File: config.mk
export PLATFORM = sky130hd
export DESIGN_NAME = scb_controller
export DESIGN_NICKNAME = d
export VERILOG_FILES = /design/src/scb_pkg.sv /design/src/scb_controller.sv
export VERILOG_INCLUDE_DIRS = /design/src
export SDC_FILE = /design/constraint.sdc
export NUM_CORES = 1
export LEC_CHECK = 0
export ABC_AREA = 1
export BUFFER_PORTS_ARGS = -buffer_cell sky130_fd_sc_hd__buf_2
export CORE_ASPECT_RATIO = 1.1
export CORE_MARGIN = 5
export CORE_UTILIZATION = 48
export CTS_BUF_LIST = sky130_fd_sc_hd__clkbuf_8
export DETAILED_ROUTE_END_ITERATION = 10
export GPL_TIMING_DRIVEN = 0
export PLACE_DENSITY = 0.84
export SYNTH_ARGS = -nofsm -noshare
export SYNTH_HDL_FRONTEND = slang
export SYNTH_SLANG_ARGS = --single-unit
File: constraint.sdc
create_clock -name clock_in -period 1.56 [get_ports clock_in]
set_input_delay 0.312 -clock clock_in [delete_from_list [all_inputs] [get_ports clock_in]]
set_output_delay 0.312 -clock clock_in [all_outputs]
set_load 0.05 [all_outputs]
File: src/scb_cfg.svh
// constants for the system controller and bus driver
`ifndef SCB_CFG_SVH
`define SCB_CFG_SVH
`define SCB_DATA_W 8
// status byte bit positions
`define SCB_ST_ACK 0
`define SCB_ST_WO_N 1
`define SCB_ST_STACK 2
`define SCB_ST_HALT 3
`define SCB_ST_OUT 4
`define SCB_ST_M1 5
`define SCB_ST_INP 6
`define SCB_ST_MRD 7
`define SCB_STATUS_RST 8'h02
`define SCB_RST7_OPCODE 8'hFF
`define SCB_IDLE_BYTE 8'hFF
`define SCB_MULTI_CYCLES 2'h2
`endif

File: src/scb_pkg.sv
// types for the system controller and bus driver
package scb_pkg;
    typedef struct packed {
        logic mem_read_n;
        logic mem_write_n;
        logic io_read_n;
        logic io_write_n;
        logic int_ack_n;
    } scb_cmd_type;

    typedef struct packed {
        logic [7:0] data;
        logic oe;
    } scb_drive_type;

    typedef enum logic [2:0] {
        SCB_ACK_IDLE = 3'h1,
        SCB_ACK_FILL = 3'h2,
        SCB_ACK_DONE = 3'h4
    } scb_ack_state_type;
endpackage

File: src/scb_controller.sv
// system controller: status latch, command decode, bidirectional data buffer
// Overview of operation
// - buffer eight-bit path between processor and system
// - buffer direction comes from read command decode and the write-output status bit
// - latch status byte on strobe falling edge
// - all commands active low from status
// - read commands only while data-in strobe
// - read commands drive system-to-processor direction
// - acknowledge in all three status cycles
// - fill acknowledge in second, third cycles
// - strap drives restart-7 during acknowledge read
// - write commands from write strobe, status
// - bus float input tristates command and system data outputs immediately
// - reads pass system data, writes processor
// - power-on strobe resets held status
`timescale 1ns/100ps
`include "scb_cfg.svh"
module scb_controller (
    input wire logic clock_in,
    input wire logic srst_in,
    input wire logic [7:0] cpu_data_in,
    output logic [7:0] cpu_data_out,
    output logic cpu_data_oe_out,
    input wire logic [7:0] sys_data_in,
    output logic [7:0] sys_data_out,
    output logic sys_data_oe_out,
    input wire logic status_strobe_n_in,
    input wire logic cpu_data_in_strobe_in,
    input wire logic cpu_write_n_in,
    input wire logic hold_ack_in,
    input wire logic bus_float_n_in,
    input wire logic single_rst7_strap_in,
    output logic mem_read_cmd_n_out,
    output logic mem_write_cmd_n_out,
    output logic io_read_cmd_n_out,
    output logic io_write_cmd_n_out,
    output logic int_ack_cmd_n_out,
    output logic cmd_oe_out
);
    logic [7:0] status_reg;
    logic [7:0] status_next;
    logic strobe_reg;
    logic strobe_next;
    logic [1:0] fill_cnt_reg;
    logic [1:0] fill_cnt_next;
    scb_pkg::scb_ack_state_type ack_reg;
    scb_pkg::scb_ack_state_type ack_next;
    logic [7:0] cpu_data_reg;
    logic [7:0] cpu_data_next;
    logic [7:0] sys_data_reg;
    logic [7:0] sys_data_next;
    scb_pkg::scb_cmd_type cmd;
    logic strobe_fall;
    logic ack_status;
    logic fill_ack;
    logic read_dir;
    logic write_dir;
    logic float_all;

    // reads a named status bit out of a status byte
    function automatic logic st_bit(input logic [7:0] st, input int pos);
        st_bit = st[pos];
    endfunction

    assign strobe_fall = strobe_reg && !status_strobe_n_in;
    assign float_all = bus_float_n_in;

    // status latch
    always_comb
    begin
        strobe_next = status_strobe_n_in;
        status_next = status_reg;
        if (strobe_fall)
        begin
            status_next = cpu_data_in;
        end
    end

    // synchronous reset stands in for the power-on strobe reset
    always_ff @(posedge clock_in)
    begin
        if (srst_in)
        begin
            status_reg <= `SCB_STATUS_RST;
            strobe_reg <= 1'b1;
        end
        else
        begin
            status_reg <= status_next;
            strobe_reg <= strobe_next;
        end
    end

    // held status may only move on a sampled strobe fall
    chk_status_latch: assert property (@(posedge clock_in) disable iff (srst_in)
        (strobe_reg && !status_strobe_n_in) |=> (status_reg == $past(cpu_data_in)))
        else $error("status not latched on strobe fall");
    chk_status_hold: assert property (@(posedge clock_in) disable iff (srst_in)
        !(strobe_reg && !status_strobe_n_in) |=> $stable(status_reg))
        else $error("status changed without strobe fall");
    chk_strobe_track: assert property (@(posedge clock_in) disable iff (srst_in)
        1'b1 |=> (strobe_reg == $past(status_strobe_n_in)))
        else $error("strobe history lost");
    chk_reset_status: assert property (@(posedge clock_in)
        srst_in |=> (status_reg == `SCB_STATUS_RST))
        else $error("status not reset");

    assign ack_status = st_bit(status_reg, `SCB_ST_ACK);

    // acknowledge filler for processors that flag only the first cycle
    always_comb
    begin
        ack_next = ack_reg;
        fill_cnt_next = fill_cnt_reg;
        case (ack_reg)
            scb_pkg::SCB_ACK_IDLE:
            begin
                if (strobe_fall && st_bit(cpu_data_in, `SCB_ST_ACK) && st_bit(cpu_data_in, `SCB_ST_M1))
                begin
                    ack_next = scb_pkg::SCB_ACK_DONE;
                    fill_cnt_next = `SCB_MULTI_CYCLES;
                end
            end
            scb_pkg::SCB_ACK_DONE:
            begin
                // next cycle decides whether fill is needed
                if (strobe_fall)
                begin
                    if (st_bit(cpu_data_in, `SCB_ST_M1) || st_bit(cpu_data_in, `SCB_ST_ACK))
                    begin
                        ack_next = (st_bit(cpu_data_in, `SCB_ST_M1) && st_bit(cpu_data_in, `SCB_ST_ACK))
                            ? scb_pkg::SCB_ACK_DONE : scb_pkg::SCB_ACK_IDLE;
                    end
                    else if (st_bit(cpu_data_in, `SCB_ST_MRD))
                    begin
                        ack_next = scb_pkg::SCB_ACK_FILL;
                        fill_cnt_next = fill_cnt_reg - 2'h1;
                    end
                    else
                    begin
                        ack_next = scb_pkg::SCB_ACK_IDLE;
                    end
                end
            end
            scb_pkg::SCB_ACK_FILL:
            begin
                if (strobe_fall)
                begin
                    if (fill_cnt_reg != 2'h0 && st_bit(cpu_data_in, `SCB_ST_MRD)
                        && !st_bit(cpu_data_in, `SCB_ST_M1))
                    begin
                        fill_cnt_next = fill_cnt_reg - 2'h1;
                    end
                    else
                    begin
                        ack_next = scb_pkg::SCB_ACK_IDLE;
                        fill_cnt_next = 2'h0;
                    end
                end
            end
            default:
            begin
                ack_next = scb_pkg::SCB_ACK_IDLE;
            end
        endcase
    end

    always_ff @(posedge clock_in)
    begin
        if (srst_in)
        begin
            ack_reg <= scb_pkg::SCB_ACK_IDLE;
            fill_cnt_reg <= 2'h0;
        end
        else
        begin
            ack_reg <= ack_next;
            fill_cnt_reg <= fill_cnt_next;
        end
    end

    // fill only ever follows an acknowledge cycle carrying M1
    chk_fill_count: assert property (@(posedge clock_in) disable iff (srst_in)
        fill_cnt_reg <= `SCB_MULTI_CYCLES)
        else $error("fill count beyond two cycles");
    chk_fill_start: assert property (@(posedge clock_in) disable iff (srst_in)
        (ack_reg == scb_pkg::SCB_ACK_IDLE) |=> (ack_reg != scb_pkg::SCB_ACK_FILL))
        else $error("fill began without acknowledge cycle");
    chk_state_onehot: assert property (@(posedge clock_in) disable iff (srst_in)
        $onehot(ack_reg))
        else $error("acknowledge state not one-hot");

    assign fill_ack = (ack_reg == scb_pkg::SCB_ACK_FILL);

    // gating array; hold acknowledge suppresses memory and I/O reads so another master owns the bus
    always_comb
    begin
        cmd.mem_read_n = !(cpu_data_in_strobe_in && !hold_ack_in && st_bit(status_reg, `SCB_ST_MRD)
            && !fill_ack);
        cmd.io_read_n = !(cpu_data_in_strobe_in && !hold_ack_in && st_bit(status_reg, `SCB_ST_INP));
        cmd.int_ack_n = !(cpu_data_in_strobe_in && (ack_status || fill_ack));
        cmd.mem_write_n = !(!cpu_write_n_in && !st_bit(status_reg, `SCB_ST_OUT)
            && !st_bit(status_reg, `SCB_ST_WO_N));
        cmd.io_write_n = !(!cpu_write_n_in && st_bit(status_reg, `SCB_ST_OUT));
    end

    chk_read_gate: assert property (@(posedge clock_in) disable iff (srst_in)
        !cpu_data_in_strobe_in |-> (mem_read_cmd_n_out && io_read_cmd_n_out && int_ack_cmd_n_out))
        else $error("read command without data-in strobe");
    chk_ack_status: assert property (@(posedge clock_in) disable iff (srst_in)
        (cpu_data_in_strobe_in && status_reg[`SCB_ST_ACK]) |-> !int_ack_cmd_n_out)
        else $error("acknowledge missing in ack status cycle");
    chk_fill_ack: assert property (@(posedge clock_in) disable iff (srst_in)
        (cpu_data_in_strobe_in && fill_ack) |-> (!int_ack_cmd_n_out && mem_read_cmd_n_out))
        else $error("filled acknowledge cycle not decoded");
    chk_mem_read: assert property (@(posedge clock_in) disable iff (srst_in)
        !mem_read_cmd_n_out |-> status_reg[`SCB_ST_MRD])
        else $error("memory read without read status");
    chk_io_read: assert property (@(posedge clock_in) disable iff (srst_in)
        !io_read_cmd_n_out |-> (cpu_data_in_strobe_in && status_reg[`SCB_ST_INP]))
        else $error("io read without strobe and status");
    chk_io_write: assert property (@(posedge clock_in) disable iff (srst_in)
        !io_write_cmd_n_out |-> (!cpu_write_n_in && status_reg[`SCB_ST_OUT]))
        else $error("io write without write strobe and status");
    chk_mem_write: assert property (@(posedge clock_in) disable iff (srst_in)
        !mem_write_cmd_n_out |-> (!cpu_write_n_in && !status_reg[`SCB_ST_OUT] && !status_reg[`SCB_ST_WO_N]))
        else $error("memory write without write strobe and status");
    chk_write_gate: assert property (@(posedge clock_in) disable iff (srst_in)
        cpu_write_n_in |-> (mem_write_cmd_n_out && io_write_cmd_n_out))
        else $error("write command without write strobe");
    chk_hold_release: assert property (@(posedge clock_in) disable iff (srst_in)
        hold_ack_in |-> (mem_read_cmd_n_out && io_read_cmd_n_out))
        else $error("read command during hold acknowledge");

    assign read_dir = !cmd.mem_read_n || !cmd.io_read_n || !cmd.int_ack_n;
    assign write_dir = !st_bit(status_reg, `SCB_ST_WO_N) && !hold_ack_in;

    // data buffer registers; strap supplies the all-ones restart opcode
    always_comb
    begin
        cpu_data_next = sys_data_in;
        if (!cmd.int_ack_n && single_rst7_strap_in)
        begin
            cpu_data_next = `SCB_RST7_OPCODE;
        end
        else if (!read_dir)
        begin
            cpu_data_next = `SCB_IDLE_BYTE;
        end
        sys_data_next = cpu_data_in;
    end

    always_ff @(posedge clock_in)
    begin
        if (srst_in)
        begin
            cpu_data_reg <= `SCB_IDLE_BYTE;
            sys_data_reg <= 8'h00;
        end
        else
        begin
            cpu_data_reg <= cpu_data_next;
            sys_data_reg <= sys_data_next;
        end
    end

    assign cpu_data_out = cpu_data_reg;
    assign sys_data_out = sys_data_reg;
    // processor side enabled under the data-in strobe only
    assign cpu_data_oe_out = cpu_data_in_strobe_in && read_dir;
    assign sys_data_oe_out = !float_all && write_dir && !read_dir;
    assign cmd_oe_out = !float_all;
    assign mem_read_cmd_n_out = cmd.mem_read_n;
    assign mem_write_cmd_n_out = cmd.mem_write_n;
    assign io_read_cmd_n_out = cmd.io_read_n;
    assign io_write_cmd_n_out = cmd.io_write_n;
    assign int_ack_cmd_n_out = cmd.int_ack_n;

    chk_rst7_drive: assert property (@(posedge clock_in) disable iff (srst_in)
        (!int_ack_cmd_n_out && single_rst7_strap_in) |=> (cpu_data_out == `SCB_RST7_OPCODE))
        else $error("restart opcode not driven");
    chk_read_path: assert property (@(posedge clock_in) disable iff (srst_in)
        (!mem_read_cmd_n_out && !single_rst7_strap_in) |=> (cpu_data_out == $past(sys_data_in)))
        else $error("system data not passed on read");
    chk_io_read_path: assert property (@(posedge clock_in) disable iff (srst_in)
        (!io_read_cmd_n_out && int_ack_cmd_n_out) |=> (cpu_data_out == $past(sys_data_in)))
        else $error("port data not passed on io read");
    chk_idle_byte: assert property (@(posedge clock_in) disable iff (srst_in)
        (int_ack_cmd_n_out && mem_read_cmd_n_out && io_read_cmd_n_out) |=> (cpu_data_out == `SCB_IDLE_BYTE))
        else $error("processor data not idle outside reads");
    chk_write_path: assert property (@(posedge clock_in) disable iff (srst_in)
        !mem_write_cmd_n_out |=> (sys_data_out == $past(cpu_data_in)))
        else $error("processor data not passed on write");
    chk_read_dir: assert property (@(posedge clock_in) disable iff (srst_in)
        (!mem_read_cmd_n_out || !io_read_cmd_n_out) |-> (cpu_data_oe_out && !sys_data_oe_out))
        else $error("buffer direction wrong on read");
    chk_cpu_enable: assert property (@(posedge clock_in) disable iff (srst_in)
        cpu_data_oe_out |-> cpu_data_in_strobe_in)
        else $error("processor bus driven without data-in strobe");
    chk_float_all: assert property (@(posedge clock_in) disable iff (srst_in)
        bus_float_n_in |-> (!cmd_oe_out && !sys_data_oe_out))
        else $error("outputs driven while floated");
    chk_float_release: assert property (@(posedge clock_in) disable iff (srst_in)
        !bus_float_n_in |-> cmd_oe_out)
        else $error("commands floated in normal operation");
    chk_hold_sysbus: assert property (@(posedge clock_in) disable iff (srst_in)
        hold_ack_in |-> !sys_data_oe_out)
        else $error("system bus driven during hold acknowledge");
endmodule

==> results of run 1 <==
## power groups by stage
stage / Sequential, mW / Combinational [mW] / Clock [mW]
after floorplan: 0.900 / 0.448 / 0
after global placement: 0.833 / 0.633 / 0
after detailed placement: 0.837 / 0.662 / 0
after CTS: 0.843 / 0.765 / 0.394
after global routing: 0.855 / 0.865 / 0.426
final: 0.845 / 0.763 / 0.388
## per-layer routing
| layer | vias up | GRT usage [%] | share of wire [%] | wire (µm) |
|---|---|---|---|---|
| met2 | 38 | 34.12 | 50 | 1320 |
| met4 | 0 | 5.208 | 1.4 | 38 |
| met1 | 481 | 18.97 | 41 | 1090 |
| met3 | 4 | 4.752 | 7.9 | 209 |
| li1 | 576 | - | - | - |
| met5 | - | 0 | 0 | 0 |
## timing repair
action                     4_1_cts  5_1_grt
resized for setup               17        0
setup endpoints to repair        4        4
pin swaps                        5        0
buffers inserted                10        0
## synthesized netlist by cell type
cell type                   n
sky130_fd_sc_hd__nand2_2    4
sky130_fd_sc_hd__nand3_2    2
sky130_fd_sc_hd__clkinv_1   1
sky130_fd_sc_hd__nor2_1    21
sky130_fd_sc_hd__ha_1       1
sky130_fd_sc_hd__o21ai_0    6
sky130_fd_sc_hd__buf_2      1
sky130_fd_sc_hd__nor3_1     1
sky130_fd_sc_hd__nand4_1    2
sky130_fd_sc_hd__o21ai_2    1
sky130_fd_sc_hd__o211ai_1   1
sky130_fd_sc_hd__inv_2      1
sky130_fd_sc_hd__nand3_1   18
sky130_fd_sc_hd__nand2_1   21
sky130_fd_sc_hd__nor2_4     1
sky130_fd_sc_hd__o21bai_1   1
sky130_fd_sc_hd__a21oi_1    4
sky130_fd_sc_hd__dfxtp_1   27
sky130_fd_sc_hd__inv_1     32
sky130_fd_sc_hd__nor3_2     2
## worst min path at each step
stage,startpoint,end,cells after the start,slack [ns]
CTS,sys_data_in[4],cpu_data_out[4]$_SDFF_PP1_,3,0.23
global route,sys_data_in[7],cpu_data_out[7]$_SDFF_PP1_,3,0.23
detailed placement,fill_cnt_reg[1]$_SDFFE_PP0P_,fill_cnt_reg[1]$_SDFFE_PP0P_,2,0.48
global placement,fill_cnt_reg[1]$_SDFFE_PP0P_,fill_cnt_reg[1]$_SDFFE_PP0P_,2,0.47
finish,sys_data_in[7],cpu_data_out[7]$_SDFF_PP1_,3,0.23
floorplan,cpu_data_in[2],sys_data_out[2]$_SDFF_PP0_,2,0.42
## metrics by stage
| step | setup TNS (ns) | hold WS [ns] | setup slack [ns] | area [µm²] | utilization (%) |
|---|---|---|---|---|---|
| 2_1_floorplan | -2.534 | 0.4190 | -0.5449 | 1130 | - |
| 3_3_place_gp | -0.03983 | 0.4674 | -0.03983 | 1403 | 62.91 |
| 3_5_place_dp | -0.05934 | 0.4773 | -0.05934 | 1403 | 62.91 |
| 4_1_cts | -0.2120 | 0.2324 | -0.1035 | 1573 | 70.54 |
| 5_1_grt | -0.4214 | 0.2315 | -0.1739 | 1573 | 70.54 |
| 6_report | -0.2199 | 0.2306 | -0.1046 | 1573 | 70.54 |
## final cells by class
cell class,count,area (µm²)
fillers,181,656.9
flip-flops and latches,27,551.8
multi-input cells,86,467.9
repair buffers,57,331.6
inverters,34,132.6
clock buffers,3,41.29
well taps,30,37.54
clock inverters,1,5.005
plain buffers,1,5.005
## cells by family after synthesis
family	share of synthesized area, %
simple gates	31.02
fa+ha+maj	1.136
buf+inv	12.04
flops	49.09
compound gates	6.705
## worst register-to-register path: cells and delay by family (launching register included)
kind	cells	cell delay [ns]
simple gates	4	0.46
compound gates	1	0.17
flops	1	0.39
buf+inv	3	0.23
==> summary.txt, run 1 <==
Timing
  • Final Hold Viols: 0
  • Minimum clock period after layout: around 1.7 ns
  • Worst relative slew slack: between 80 and 90%
  • Period utilisation layout: 106.7%
  • Setup-violating endpoint count in the final report: 4
  • Peak clock frequency supported by timing: around 0.6 GHz
  • RSZ-0062 raised after global routing: true
  • Clock tree skew after final layout: 0.006329 ns
  • Slew Limit Fails: 0
  • Actual transition at the worst max-transition pin: between 0.2 and 0.3 ns
  • Post-route worst setup slack: -0.1046 ns

Global routing
  • Overflow left after global routing: 0
  • Maximum number of pins on one net before global-route repair: 16
  • First-pass GRT wire length: approximately 4800 µm
  • Total track usage: between 15 and 20%
  • Number of global-route vias before repair: between 1000 and 1500
  • Number of antenna violations at the first check in global routing: 0

Cells and area
  • Post-synthesis to final-layout area growth: 42.84%
  • Total inserted antenna cells: 0
  • Top library cells by usage in the layout, fill and taps aside: sky130_fd_sc_hd__buf_2 (44), sky130_fd_sc_hd__inv_1 (30), sky130_fd_sc_hd__dfxtp_1 (24), sky130_fd_sc_hd__nor2_1 (21), sky130_fd_sc_hd__nand2_1 (21)
  • Proportion of layout cells with a drive suffix above 1: roughly 38%
  • Non-filler cells in the finished layout: 239
  • Nets: between 200 and 250
  • Commonest non-fill, non-tap cell in the layout: sky130_fd_sc_hd__buf_2

Setup path
  • Max stage delay on crit path: 0.38 ns
  • Critical Path RT: roughly 1.3 ns
  • Type of element launching the critical path: register
  • Arrival time of the worst setup path: between 1 and 1.5 ns
  • Register-to-Register Setup Slack: approximately 0.2 ns
  • CP dominant cell by count: sky130_fd_sc_hd__nor3_4
  • Number of buffers and inverters on the critical path: 2
  • Top fanout value on the critical path: 4
  • Critical path origin: ack_reg[1]$_SDFFE_PP0P_
  • Worst Reg2Reg Path Length in Cells: 8
  • Kind of cell adding the most delay to the critical path: flip-flops
  • Standard cell with the maximum stage delay on the critical path: sky130_fd_sc_hd__dfxtp_4
  • Capturing instance or port of the critical path: sys_data_oe_out
  • List of cells traversed by the critical path: inv_4 > nor3_4 > o21ai_4 > nand3_4 > nor3_4 > buf_6
  • Worst Setup Path Type: register to output port
  • Crit. path cell count: 6
  • Worst reg2reg endpoint: ack_reg[1]$_SDFFE_PP0P_
  • Crit. End Element: output port
  • FF-to-FF Start: ack_reg[1]$_SDFFE_PP0P_

Clock tree
  • Clock transition at path regs: ~0.09 ns
  • CTS tree: yes
  • Clock net sink count: 27
  • # H-tree levels: 1
  • Insertion delay of the later-clocked pin in the worst-skew pair: roughly 0.27 ns
  • Num CTS Buffers: 3
  • Buffers from clock root to sink, at most: 2
  • CTS Hold Bufs: 0
  • CTS root buffer: sky130_fd_sc_hd__clkbuf_8

Floorplanning
  • Number of core rows: 18
  • Effective utilization at floorplan: ~49%
  • Die area: 0.003353 mm²
  • Die span in x: 55.67 µm
  • Die Y: around 60 µm
  • Placeable core area: between 0.002 and 0.0025 mm²
  • I/O pin total: 48

Power and ir drop
  • Leakage power figure: ~0.83 nW
  • Power per unit of standard cell area: roughly 1300 mW/mm²
  • Sequential cell fraction of total power: 42.3%
  • Internal cell power: between 1 and 1.5 mW
  • Switching Fraction: between 30% and 40%
  • Combinational group share of total power: a little under two fifths
  • Net load switching power: ~0.76 mW
  • Worst ir drop on vdd: approximately 1.2 mV
  • Total chip power: 1.997 mW
  • Clk pwr share: ~19%

Yosys
  • Cell type with the largest total area after synthesis: sky130_fd_sc_hd__dfxtp_1
  • Mapped Area: roughly 0.0011 mm²
  • Synth warnings: 0
  • Mean instance size in the synthesized netlist: ~7.4 µm²
  • Biggest area contributors in the synthesized netlist: sky130_fd_sc_hd__dfxtp_1 (49%), sky130_fd_sc_hd__inv_1 (11%), sky130_fd_sc_hd__nand3_1 (8.2%)
  • Portion of synthesized cell area occupied by the leading cell type: between 40% and 50%
  • Number of library cell types mapped by synthesis: 20
  • Cells after Synth: between 100 and 150
  • Net Count, Synth: roughly 170
  • Synthesized flop and latch total: 27
  • Portion of the post-synthesis area used by sequential elements: between 40 and 50%

Drt
  • TritonRoute pass-1 iters: 3
  • Total length of routed wires: ~2700 µm
  • Total via count after detailed routing: 1099
  • DRC violation count after routing: 0
  • WL per Instance: about 11 µm
  • Avg Vias per Cell: about 4.6
  • Iteration-0 DRC Markers: 28
  • Number of routed nets with antenna violations: 0

Run status
  • Run status: finished with violations
  • Violations in the final reports: negative setup slack

Hold path
  • Worst min path class: input port to register

Placement
  • Instance count after placement with tap cells included: roughly 230
  • RePlAce Congestion: approximately 0.84
  • Final HPWL from detailed placement: a little over 2000 µm
  • Number of port buffers: 47

Run
  • Max-capacitance violation count: 0
Note: power is estimated with default switching activity, not from simulation.
==> run 2, diff against run 1 <==
--- a/config.mk
+++ b/config.mk
@@ -6,7 +6,6 @@
 export SDC_FILE = /design/constraint.sdc
 export NUM_CORES = 1
 export LEC_CHECK = 0
-export ABC_AREA = 1
 export BUFFER_PORTS_ARGS = -buffer_cell sky130_fd_sc_hd__buf_2
 export CORE_ASPECT_RATIO = 1.1
 export CORE_MARGIN = 5
==> run 2 against run 1 <==
The run still ends with negative setup slack left. Synthesized cell count decreased by 20%. Via count increased by 0.36%. Design area about the same. Largest power group unchanged.
==> summary.txt, run 2 <==
Run status
  • Run status: finished with violations
  • Violations in the final reports: negative setup slack

Global routing
  • Number of antenna violations at the first check in global routing: 0
  • Number of global-route vias before repair: about 1100
  • Total track usage: between 15 and 20%
  • Maximum number of pins on one net before global-route repair: 16
  • Overflow left after global routing: 0
  • First-pass GRT wire length: between 4000 and 5000 µm

Floorplanning
  • Die span in x: around 55 µm
  • Die area: approximately 0.0033 mm²
  • Effective utilization at floorplan: 49.15%
  • I/O pin total: 48
  • Number of core rows: 18
  • Die Y: ~60 µm
  • Placeable core area: ~0.0022 mm²

Hold path
  • Endpoint of the worst hold path: cpu_data_out[0]$_SDFF_PP1_
  • Worst hold path depth: 2
  • Worst min path class: input port to register
  • Hold wc startpoint: sys_data_in[0]

Drt
  • WL per Instance: ~15 µm
  • DRC violation count after routing: 0
  • Total length of routed wires: ~3000 µm
  • TritonRoute pass-1 iters: 4
  • Iteration-0 DRC Markers: 47
  • Number of routed nets with antenna violations: 0
  • Total via count after detailed routing: 1103
  • Avg Vias per Cell: roughly 5.5

Setup path
  • Arrival time of the worst setup path: roughly 1.6 ns
  • Worst Reg2Reg Path Length in Cells: 5
  • Top fanout value on the critical path: 2
  • Crit. End Element: output port
  • Worst Setup Path Type: register to output port
  • Critical Path RT: 1.25 ns
  • Register-to-Register Setup Slack: -0.14 ns
  • FF-to-FF Start: ack_reg[2]$_SDFFE_PP0P_
  • Worst reg2reg endpoint: cpu_data_out[5]$_SDFF_PP1_
  • Type of element launching the critical path: register

Timing
  • Setup-violating endpoint count in the final report: 13
  • Peak clock frequency supported by timing: about 0.53 GHz
  • Actual transition at the worst max-transition pin: between 0.5 and 0.6 ns
  • Final Hold Viols: 0
  • Post-route worst setup slack: -0.3163 ns
  • RSZ-0062 raised after global routing: true
  • Worst relative slew slack: roughly 60%
  • Slew Limit Fails: 0
  • Clock tree skew after final layout: ~0.0022 ns
  • Period utilisation layout: 120.3%
  • Minimum clock period after layout: 1.876 ns
  • Setup TNS Final: -1.869 ns

Yosys
  • Count of flip-flops with a built-in enable after synthesis: 0
  • Adder and majority gate portion of the synthesized area: 1.153%
  • Async set-or-reset flop fraction in the synthesized netlist: 0%
  • Prevailing post-synth register cell: sky130_fd_sc_hd__dfxtp_1
  • Cell type with the largest total area after synthesis: sky130_fd_sc_hd__dfxtp_1
  • Mapped Area: ~0.0011 mm²
  • Mux cell area share after synthesis: 0%
  • Mean instance size in the synthesized netlist: ~9.2 µm²
  • Portion of synthesized cell area occupied by the leading cell type: between 40 and 50%
  • Fraction of the mapped netlist area in simple logic gates: about a third
  • Number of library cell types mapped by synthesis: 30
  • Portion of the post-synthesis area used by sequential elements: 49.83%
  • Synthesized flop and latch total: 27
  • Leading cell type by number of instances after synthesis: sky130_fd_sc_hd__dfxtp_1
  • Synth warnings: 0
  • Dominant combinational cell family by area after synthesis: simple AND/OR/NAND/NOR gates
  • Net Count, Synth: around 140
  • Fraction of synthesized cell area in xor and xnor cells: 0%
  • Biggest area contributors in the synthesized netlist: sky130_fd_sc_hd__dfxtp_1 (50%), sky130_fd_sc_hd__nand2b_1 (9.2%), sky130_fd_sc_hd__nor2b_1 (6.3%)
  • Area fraction in compound gates after synthesis: roughly 14%
  • Cell types with the highest counts after synthesis: sky130_fd_sc_hd__dfxtp_1 (27), sky130_fd_sc_hd__nand2b_1 (16), sky130_fd_sc_hd__nand2_1 (12)
  • Cells after Synth: about 120

Cells and area
  • Commonest non-fill, non-tap cell in the layout: sky130_fd_sc_hd__buf_2
  • Proportion of layout cells with a drive suffix above 1: 44.77%
  • Post-synthesis to final-layout area growth: 45.10%
  • Top library cells by usage in the layout, fill and taps aside: sky130_fd_sc_hd__buf_2 (42), sky130_fd_sc_hd__dfxtp_1 (23), sky130_fd_sc_hd__nand2b_1 (14), sky130_fd_sc_hd__nor2b_1 (11), sky130_fd_sc_hd__nand2_1 (11)
  • Nets: approximately 200
  • Total inserted antenna cells: 0

Power and ir drop
  • Combinational group share of total power: between 10% and 20%
  • Net load switching power: about 0.40 mW
  • Internal cell power: between 0.9 and 1 mW
  • Power per unit of standard cell area: around 880 mW/mm²
  • Worst ir drop on vdd: ~0.55 mV
  • Total chip power: 1.381 mW
  • Switching Fraction: 28.68%
  • Sequential cell fraction of total power: between 50% and 60%
  • Leakage power figure: ~0.66 nW
  • Clk pwr share: approximately 28%

Clock tree
  • Buffers from clock root to sink, at most: 2
  • CTS root buffer: sky130_fd_sc_hd__clkbuf_8
  • Clock transition at path regs: approximately 0.090 ns
  • Num CTS Buffers: 3
  • CTS tree: yes
  • Insertion delay of the later-clocked pin in the worst-skew pair: ~0.27 ns
  • # H-tree levels: 1
  • Clock net sink count: 27

Placement
  • Number of port buffers: 46
  • RePlAce Congestion: approximately 0.9
  • Final HPWL from detailed placement: 2097 µm

Run
  • Max-capacitance violation count: 0
## run 2: repair_timing
action,4_1_cts,5_1_grt
setup buffers,4,3
hold endpoints to repair,0,0
pin swaps,4,2
setup endpoints to repair,14,16
hold buffers,0,0
gates resized for setup,11,12
## run 2: cell type report
class                   instances  area [µm²]
inverters                       4       15.01
repair buffers                 52       304.0
plain buffers                   4       25.02
clock buffers                   3       41.29
fillers                       164       633.1
clock inverters                 1       5.005
multi-input cells              81       595.6
well taps                      30       37.54
flip-flops and latches         27       550.5
## run 2: worst max path at each step
stage | start | to | slack [ns] | cells after the start
6_report | ack_reg[0]$_SDFFE_PP1P_ | sys_data_oe_out | -0.32 | 5
3_3_place_gp | ack_reg[0]$_SDFFE_PP1P_ | sys_data_oe_out | -0.37 | 6
3_5_place_dp | ack_reg[0]$_SDFFE_PP1P_ | sys_data_oe_out | -0.39 | 6
5_1_grt | ack_reg[0]$_SDFFE_PP1P_ | sys_data_oe_out | -0.36 | 5
4_1_cts | ack_reg[0]$_SDFFE_PP1P_ | sys_data_oe_out | -0.31 | 5
2_1_floorplan | ack_reg[1]$_SDFFE_PP0P_ | sys_data_oe_out | -0.71 | 5
## run 2: through the flow
| step | setup slack [ns] | utilization, % | cells | instance area, µm² | hold WS, ns |
|---|---|---|---|---|---|
| floorplan | -0.7142 | - | 118 | 1164 | 0.4119 |
| global placement | -0.3720 | 64.85 | 194 | 1431 | 0.4580 |
| detailed placement | -0.3937 | 64.85 | 194 | 1431 | 0.4694 |
| CTS | -0.3093 | 69.16 | 200 | 1526 | 0.2263 |
| global route | -0.3587 | 71.32 | 202 | 1574 | 0.2177 |
| finish | -0.3163 | 71.32 | 202 | 1574 | 0.2233 |
## run 2: cell families (layout without fill, tap and decap cells)
family,after synthesis,after routing
and+or+nand+nor,59,59
adders and majority gates,1,1
DFF,27,27
AOI/OAI and AO/OA,21,21
buffers and inverters,10,64
## run 2: worst max-delay path: stages (launching register included)
cell	delay (ns)
sky130_fd_sc_hd__dfxtp_4	0.36
sky130_fd_sc_hd__or3b_4	0.42
sky130_fd_sc_hd__nand3_4	0.09
sky130_fd_sc_hd__nand3_4	0.09
sky130_fd_sc_hd__nor4_4	0.15
sky130_fd_sc_hd__buf_6	0.19
## run 2: power by group through the flow
| stage | combinational, mW | clock, mW | sequential [mW] |
|---|---|---|---|
| CTS | 0.248 | 0.389 | 0.730 |
| detailed placement | 0.242 | 0 | 0.748 |
| floorplan | 0.110 | 0 | 0.802 |
| finish | 0.262 | 0.388 | 0.731 |
| global route | 0.280 | 0.420 | 0.735 |
| global placement | 0.236 | 0 | 0.746 |
## run 2: routing by layer
layer / vias to the layer above / global-route usage (%) / part of all wire, %
met4: 0 / 6.250 / 2.6
met5: - / 0 / 0
met3: 10 / 5.400 / 8.0
li1: 512 / - / -
met2: 60 / 32.77 / 52
met1: 521 / 19.36 / 38
